<file path="src/hw/chr_regs.vh">
`ifndef CHR_REGS_VH
`define CHR_REGS_VH
// register indices, one word each: byte address = 4 * index
`define CHR_IDX_RX_LAST      12'h05e
`define CHR_IDX_RX_PORT      12'h060
`define CHR_IDX_TX_LAST      12'h062
`define CHR_IDX_TX_PORT      12'h064
`define CHR_IDX_TS_CTRL      12'h066
// message payload registers: pairs at base+0..3, bytes at base+4..11
`define CHR_IDX_PAYLOAD_BASE 12'h070
`define CHR_PAYLOAD_SLOTS    12
// field positions
`define CHR_BIT_OVF          0
`define CHR_BIT_MATCH        1
`define CHR_BIT_TS_EN        0
`define CHR_BIT_TS_SEL       1
`define CHR_BIT_TS_LOCK      2
`define CHR_TS_SET_SHIFT     8
// reset values
`define CHR_TS_RESET         3'h0
// list geometry
`define CHR_RX_KEEP          22
`define CHR_TX_KEEP          6
`define CHR_RX_DEPTH         23
`define CHR_TX_DEPTH         7
`define CHR_ABT_LOW_LIMIT    5'h07
`endif

</file>
<file path="src/hw/chr_can_hist_ts.v">
`timescale 1ns/100ps
`include "chr_regs.vh"
// How it works
// RL1: rx port upper byte returns get-pointer entry
// RL2: rx match flag set when nothing unread
// RL3: rx overflow at 23; later entries overwrite
// RL4: overflowed stores leave rx match untouched
// RL5: write one to bit0 clears rx overflow
// RL6: tx last register returns last transmitted buffer
// RL7: tx last undefined after match following init
// RL8: tx port bits 15:8 return get-pointer entry
// RL9: tx match bit1 set when nothing unread
// RL10: tx overflow at 7; later entries overwrite
// RL11: overflowed transmissions leave tx match untouched
// RL12: write one to bit0 clears tx overflow
// RL13: auto block mode skips buffers 0..7
// RL14: select bit picks start or end frame
// RL15: enable lets stamp output toggle per event
// RL16: lock freezes output on buffer0 data receive
// RL17: software avoids lock with auto block transmit
// RL18: set upper byte, clear lower byte pairs
// RL19: stamp control resets to zero
// RL20: payload as halfwords and bytes, undefined reset
// RL21: rx last register reports last stored buffer
// RL22: rx read port at index 060
// RL23: port read advances pointer when unread entries
module chr_can_hist_ts (
    // clock, reset, enable
    input  wire        core_clk_in,
    input  wire        resetn_in,
    input  wire        clk_en_in,
    // apb slave
    input  wire        psel_in,
    input  wire        penable_in,
    input  wire        pwrite_in,
    input  wire [13:0] paddr_in,
    input  wire [31:0] pwdata_in,
    output reg  [31:0] prdata_out,
    output reg         pready_out,
    output reg         pslverr_out,
    // protocol engine events (same clock)
    input  wire        rx_store_in,
    input  wire        rx_data_frame_in,
    input  wire [4:0]  rx_buf_in,
    input  wire        tx_done_in,
    input  wire [4:0]  tx_buf_in,
    input  wire        auto_block_transmit_in,
    input  wire        sof_event_in,
    input  wire        eof_event_in,
    // time stamp pin
    output reg         stamp_toggle_output_out
);
    ////////////////////////////////////////////////////////////////////////
    reg  [2:0]  ts_q;
    reg  [15:0] payload_q [0:3];
    wire [11:0] idx   = paddr_in[13:2];
    wire        acc   = psel_in & penable_in & ~pready_out;
    wire        wr    = acc & pwrite_in;
    wire        rd    = acc & ~pwrite_in;
    wire [15:0] wd    = pwdata_in[15:0];
    wire [11:0] pidx  = idx - `CHR_IDX_PAYLOAD_BASE;
    wire        is_pl = (idx >= `CHR_IDX_PAYLOAD_BASE) &&
                        (idx <  `CHR_IDX_PAYLOAD_BASE + `CHR_PAYLOAD_SLOTS);

    function mapped;
        input [11:0] i;
        input        p;
        begin
            mapped = p || i == `CHR_IDX_RX_LAST || i == `CHR_IDX_RX_PORT ||
                     i == `CHR_IDX_TX_LAST || i == `CHR_IDX_TX_PORT || i == `CHR_IDX_TS_CTRL;
        end
    endfunction

    function [2:0] setclr;
        input [2:0]  cur;
        input [15:0] w;
        integer k;
        begin
            setclr = cur;
            for (k = 0; k < 3; k = k + 1) begin
                if (w[k + `CHR_TS_SET_SHIFT] && !w[k])
                    setclr[k] = 1'b1;
                else if (!w[k + `CHR_TS_SET_SHIFT] && w[k])
                    setclr[k] = 1'b0;
            end
        end
    endfunction

    ////////////////////////////////////////////////////////////////////////
    wire [4:0] rx_head;
    wire [4:0] rx_last;
    wire       rx_match;
    wire       rx_ovf;
    wire [4:0] tx_head;
    wire [4:0] tx_last;
    wire       tx_match;
    wire       tx_ovf;
    // in auto block mode buffers 0..7 belong to the auto block sequence and are kept out of the list
    wire tx_push = tx_done_in & ~(auto_block_transmit_in & (tx_buf_in <= `CHR_ABT_LOW_LIMIT)); // [RL13]

    chr_hist_list #(.DEPTH(`CHR_RX_DEPTH), .PW(5)) u_rx (
        .clk_in       (core_clk_in),
        .rst_n_in     (resetn_in),
        .ce_in        (clk_en_in),
        .push_in      (rx_store_in),                                      // [RL3] [RL4]
        .num_in       (rx_buf_in),
        .pop_in       (rd && idx == `CHR_IDX_RX_PORT),                    // [RL23]
        .clr_ovf_in   (wr && idx == `CHR_IDX_RX_PORT && wd[`CHR_BIT_OVF]), // [RL5]
        .head_num_out (rx_head),
        .last_num_out (rx_last),
        .match_out    (rx_match),
        .ovf_out      (rx_ovf)
    );

    chr_hist_list #(.DEPTH(`CHR_TX_DEPTH), .PW(3)) u_tx (
        .clk_in       (core_clk_in),
        .rst_n_in     (resetn_in),
        .ce_in        (clk_en_in),
        .push_in      (tx_push),                                          // [RL10] [RL11]
        .num_in       (tx_buf_in),
        .pop_in       (rd && idx == `CHR_IDX_TX_PORT),                    // [RL23]
        .clr_ovf_in   (wr && idx == `CHR_IDX_TX_PORT && wd[`CHR_BIT_OVF]), // [RL12]
        .head_num_out (tx_head),
        .last_num_out (tx_last),
        .match_out    (tx_match),
        .ovf_out      (tx_ovf)
    );

    ////////////////////////////////////////////////////////////////////////
    // read mux
    reg [15:0] rdat;
    always @* begin
        rdat = 16'h0000;
        if (is_pl) begin
            if (pidx < 12'h004)
                rdat = payload_q[pidx[1:0]];                             // [RL20]
            else
                rdat = {8'h00, pidx[0] ? payload_q[pidx[2:1] - 2'h2][15:8]
                                       : payload_q[pidx[2:1] - 2'h2][7:0]};
        end else begin
            case (idx)
                `CHR_IDX_RX_LAST: rdat = {11'h000, rx_last};              // [RL21]
                `CHR_IDX_RX_PORT: rdat = {3'h0, rx_head, 6'h00, rx_match, rx_ovf}; // [RL1] [RL2] [RL22]
                `CHR_IDX_TX_LAST: rdat = {11'h000, tx_last};              // [RL6] [RL7]
                `CHR_IDX_TX_PORT: rdat = {3'h0, tx_head, 6'h00, tx_match, tx_ovf}; // [RL8] [RL9]
                `CHR_IDX_TS_CTRL: rdat = {13'h0000, ts_q};
                default:          rdat = 16'h0000;
            endcase
        end
    end

    ////////////////////////////////////////////////////////////////////////
    // payload storage: no reset, contents undefined until written
    always @(posedge core_clk_in) begin
        if (clk_en_in && wr && is_pl) begin
            if (pidx < 12'h004)
                payload_q[pidx[1:0]] <= wd;                              // [RL20]
            else if (pidx[0])
                payload_q[pidx[2:1] - 2'h2][15:8] <= wd[7:0];
            else
                payload_q[pidx[2:1] - 2'h2][7:0] <= wd[7:0];
        end
    end

    ////////////////////////////////////////////////////////////////////////
    // time stamp; lock must not be combined with auto block transmit by software [RL17]
    wire ts_event = ts_q[`CHR_BIT_TS_SEL] ? eof_event_in : sof_event_in; // [RL14]
    wire ts_lock  = ts_q[`CHR_BIT_TS_LOCK] & rx_store_in & rx_data_frame_in & (rx_buf_in == 5'h00);
    reg  [2:0] ts_d;
    always @* begin
        ts_d = ts_q;
        if (wr && idx == `CHR_IDX_TS_CTRL)
            ts_d = setclr(ts_q, wd);                                     // [RL18]
        if (ts_lock)
            ts_d[`CHR_BIT_TS_EN] = 1'b0;                                 // [RL16]
    end

    always @(posedge core_clk_in) begin
        if (!resetn_in) begin
            ts_q                    <= `CHR_TS_RESET;                    // [RL19]
            stamp_toggle_output_out <= 1'b0;
            prdata_out              <= 32'h00000000;
            pready_out              <= 1'b0;
            pslverr_out             <= 1'b0;
        end else if (clk_en_in) begin
            ts_q <= ts_d;
            if (ts_event && ts_q[`CHR_BIT_TS_EN] && !ts_lock)
                stamp_toggle_output_out <= ~stamp_toggle_output_out;     // [RL15]
            pready_out  <= acc;
            pslverr_out <= acc & ~mapped(idx, is_pl);
            prdata_out  <= rd ? {16'h0000, rdat} : 32'h00000000;
        end
    end
endmodule // chr_can_hist_ts

</file>
<file path="src/hw/chr_hist_list.v">
`timescale 1ns/100ps
// circular history list of buffer numbers with overflow handling
module chr_hist_list #(
    parameter DEPTH = 23,
    parameter PW    = 5
) (
    // clock, reset, enable
    input  wire          clk_in,
    input  wire          rst_n_in,
    input  wire          ce_in,
    // event side
    input  wire          push_in,
    input  wire [4:0]    num_in,
    // software side
    input  wire          pop_in,
    input  wire          clr_ovf_in,
    // state
    output wire [4:0]    head_num_out,
    output wire [4:0]    last_num_out,
    output reg           match_out,
    output reg           ovf_out
);
    reg  [4:0]    mem [0:DEPTH-1];
    reg  [PW-1:0] wr_q;
    reg  [PW-1:0] rd_q;
    reg  [PW-1:0] cnt_q;

    localparam [31:0] LAST_W = DEPTH - 1;

    function [PW-1:0] nxt;
        input [PW-1:0] p;
        begin
            nxt = (p == LAST_W[PW-1:0]) ? {PW{1'b0}} : p + 1'b1;
        end
    endfunction

    function [PW-1:0] prv;
        input [PW-1:0] p;
        begin
            prv = (p == {PW{1'b0}}) ? LAST_W[PW-1:0] : p - 1'b1;
        end
    endfunction

    // cnt_q must be wide enough to hold DEPTH itself
    wire [PW-1:0] last_pos = prv(wr_q);
    wire          full     = (cnt_q == DEPTH);
    // after overflow every new number lands on the last-in slot, so the first DEPTH-1 stay in order
    wire          hold_wr  = ovf_out | full;
    wire          grow     = push_in & ~hold_wr;
    wire          do_pop   = pop_in & ~match_out;

    assign head_num_out = mem[rd_q];
    assign last_num_out = mem[last_pos];

    always @(posedge clk_in) begin
        if (ce_in && push_in) begin
            if (hold_wr)
                mem[last_pos] <= num_in;
            else
                mem[wr_q] <= num_in;
        end
    end

    always @(posedge clk_in) begin
        if (!rst_n_in) begin
            wr_q      <= {PW{1'b0}};
            rd_q      <= {PW{1'b0}};
            cnt_q     <= {PW{1'b0}};
            match_out <= 1'b1;
            ovf_out   <= 1'b0;
        end else if (ce_in) begin
            if (grow)
                wr_q <= nxt(wr_q);
            if (do_pop)
                rd_q <= nxt(rd_q);
            // last unread number leaves and nothing new is added
            if (do_pop && cnt_q == 1 && !grow)
                match_out <= 1'b1;
            else if (push_in && !ovf_out)
                match_out <= 1'b0;
            if (grow && !do_pop)
                cnt_q <= cnt_q + 1'b1;
            else if (do_pop && !grow)
                cnt_q <= cnt_q - 1'b1;
            // the filling push and every later one set the flag; set wins over clear
            if (push_in && (ovf_out || cnt_q >= DEPTH - 1))
                ovf_out <= 1'b1;
            else if (clr_ovf_in)
                ovf_out <= 1'b0;
        end
    end
endmodule // chr_hist_list

</file>
<file path="config.mk">
export PLATFORM = sky130hd
export DESIGN_NAME = chr_can_hist_ts
export DESIGN_NICKNAME = d
export VERILOG_FILES = /design/src/hw/chr_can_hist_ts.v /design/src/hw/chr_hist_list.v
export VERILOG_INCLUDE_DIRS = /design/src /design/src/hw
export SDC_FILE = /design/constraint.sdc
export NUM_CORES = 1
export LEC_CHECK = 0
export BUFFER_PORTS_ARGS = -buffer_cell sky130_fd_sc_hd__buf_2
export CORE_UTILIZATION = 55
export CTS_CLUSTER_SIZE = 8
export DETAILED_ROUTE_END_ITERATION = 10
export PLACE_DENSITY = 0.75
export SYNTH_ARGS = -nofsm -noshare
export SYNTH_HDL_FRONTEND = slang
export SYNTH_SLANG_ARGS = --single-unit
</file>
<file path="constraint.sdc">
create_clock -name core_clk_in -period 3.2 [get_ports core_clk_in]
set_clock_uncertainty 0.15 [all_clocks]
set_input_delay 0.48 -clock core_clk_in [delete_from_list [all_inputs] [get_ports core_clk_in]]
set_output_delay 0.48 -clock core_clk_in [all_outputs]
set_load 0.01 [all_outputs]
</file>
==> metrics.txt <==
layout cells sized above 1=23.56%; number of flops mapped to enable cells by yosys=214; Worst Setup Start Kind=flip-flop; syn_area_per_cell=12.49 um^2; die width=161.5 um; Final Max Slew Viols=0; final setup fails=0; Placed Area=14980 um^2; clk slew on worst S/H paths=0.05 ns; Yosys warning total=0; global-route wire length before repair=~55000 um; Worst path slowest cell=or4b_4; Final min period=3.035 ns; WP data required=between 3 and 4 ns; Post-Place Cells=1524; PostCTS Resize Cnt=0; CTS H-tree depth=2; crit path DAT=between 3 and 4 ns; WP buf/inv=2; Setup crit end kind=flip-flop; GPL Wtd Cong=0.9358; Post-Route WL=35430 um; Setup TNS Final=0 ns; Crit path largest cell delay=around 0.64 ns; Filler cells=1800; Slew HR=29.03%; vias in the first global route=9745; WL/cell=22.28 um; post-place setup slack=0.02054 ns; largest net degree at the start of global routing=44; Tot GR Track Use=27.81%; min-delay worst type=primary input to flip-flop; synth-to-layout area growth=15.20%; Finished Cell Area=16110 um^2; final setup margin=about 0.16 ns; Max Cap Violations=0; Post-Synthesis Cells=between 1000 and 1500; Worst Hold End=payload_q[0][4]; reg2reg end=prdata_out[1]; Hold Fails Final Rpt=0; fin crit share=94.85%; Max Clk Rate=0.3295 GHz; FF-to-FF setup slack=0.16 ns; Yosys reg bits=272; commonest non-fill, non-tap cells in the layout=214 x edfxtp_1, 100 x nand2_1, 76 x nor2_1; RSZ-0062 raised after global routing=false; Worst-Skew Late Latency=0.52 ns; Die ar.=between 20000 and 30000 um^2; total setup buffers inserted after CTS=0; Residual DRC=0; leak pwr=approximately 5.5 nW; Synth async-reset ratio=0%; Final Util=65.48%; vias post-DR=slightly above 10000; Slew @ Worst Pin=1.065 ns; total CTS buffers=39; io pins=103; total power=8.259 mW; sequential area share after synthesis=54.25%; crit path cell chain=inv_1 -> ha_1 -> or4b_4 -> nand2_4 -> a211oi_1 -> a31oi_1 -> a2111oi_0 -> buf_4 -> or4_1 -> a21oi_1; total gr overflow=0; main flop type after synthesis=edfxtp_1; FF-to-FF Start=u_rx.wr_q[1]; Worst VDD drop=0.0004679 V; register area=7590 um^2; commonest non-fill, non-tap cell in the layout=edfxtp_1; synth unique cells=74; post-route insts no fill=1590; Clock Root Buffer=clkbuf_16; status=completed; fin nets=between 1000 and 1500; Clock Tree Buf Depth=3; Rows=57; CTS tree=done; hold slack=~0.039 ns; detailed-placement wirelength estimate=24960 um; cts hold-fix bufs=0; synthesized area=13990 um^2; CP max FO=14; initial antenna violation count=1; # port buffers=68; DR iter-0 viols=1182; hold path start=pwdata_in[4]; CP Class=flip-flop to flip-flop; Die Y=approximately 160 um; initial core utilization=about 57%; Final ANT Viol Nets=0; area occupied by multi-input gates=5971 um^2; Sink Count=approximately 270; via/cell ratio=6.357; core footprint=between 20000 and 25000 um^2; CP top delay family=simple AND/OR/NAND/NOR gates; hold path cells=1; R2R depth=10; 1st-pass router iterations=6; Pwr per Cell Area=512.6 nW/um^2
per-layer routing:
metal  global-route usage [%]  wire length [um]  up-vias
li1                         -                 -     4536
met1                    38.22             14070     4880
met2                    43.75             16570      601
met3                    5.136              3470       91
met4                    11.54              1324        0
met5                        0                 0        -
final cells by class:
cell class | count | area share [%]
antenna | 1 | 0.01553
clock buffer | 63 | 6.748
clock inverter | 2 | 0.1553
inverter | 20 | 0.4659
multi-input combinational | 763 | 37.06
sequential | 272 | 47.11
tap | 324 | 2.516
timing repair buffer | 145 | 5.933
cells by family (layout without fill, tap and decap cells):
family / Yosys count / count (layout) / share of synthesized area (%)
AND/OR/NAND/NOR: 355 / 355 / 12.92
multiplexers: 138 / 138 / 16.22
adder cells (fa/ha/maj): 23 / 23 / 2.058
other: 1 / 17 / 0.02681
AO/OA/AOI/OAI: 213 / 213 / 9.734
buffers and inverters: 100 / 230 / 3.668
XOR/XNOR: 18 / 18 / 1.127
flip-flops: 272 / 272 / 54.25
how the worst max path moves through the flow:
stage                            end  slack [ns]           from  cells after the start
CTS                    prdata_out[4]       0.008   u_rx.wr_q[0]                     10
global route          u_rx.mem[4][3]        0.02  u_rx.cnt_q[0]                      7
floorplan           payload_q[0][10]        0.02   paddr_in[11]                      7
detailed placement     prdata_out[4]        0.02   u_rx.wr_q[0]                     10
global placement       prdata_out[4]       -0.03   u_rx.wr_q[0]                     10
finish                 prdata_out[1]        0.16   u_rx.wr_q[1]                     10
cells in the mapped netlist (17+ instances only):
master	count	area, um^2
mux4_2	69	1554
edfxtp_1	214	6426
mux2i_1	50	500.5
nand2_1	100	375.4
nor2b_1	29	181.4
nor2_1	82	307.8
ha_1	23	287.8
buf_4	17	127.6
nor3_1	32	160.2
dfxtp_1	58	1161
mux2_2	19	214.0
a21oi_1	58	290.3
o21ai_0	52	260.3
inv_1	18	67.56
clkbuf_1	32	120.1
where the power goes:
group          leakage (nW)  switching (mW)  internal [mW]  total [mW]
registers              2.40          0.0193           3.84        3.86
clock network         0.532            1.45           2.30        3.75
logic                  2.54           0.401          0.250       0.651
flip-flops by register name (all words and copies together), names as in the netlist, named ones only:
register	flops
pslverr_out	1
pready_out	1
u_tx.rd_q	3
u_tx.mem	35
u_rx.match_out	1
u_tx.cnt_q	3
u_tx.ovf_out	1
u_rx.wr_q	5
u_rx.mem	115
stamp_toggle_output_out	1
u_rx.cnt_q	5
u_rx.rd_q	5
payload_q	64
u_tx.wr_q	3
ts_q	3
prdata_out	16
u_rx.ovf_out	1
u_tx.match_out	1
No activity file was read; power rests on OpenSTA's default activity.
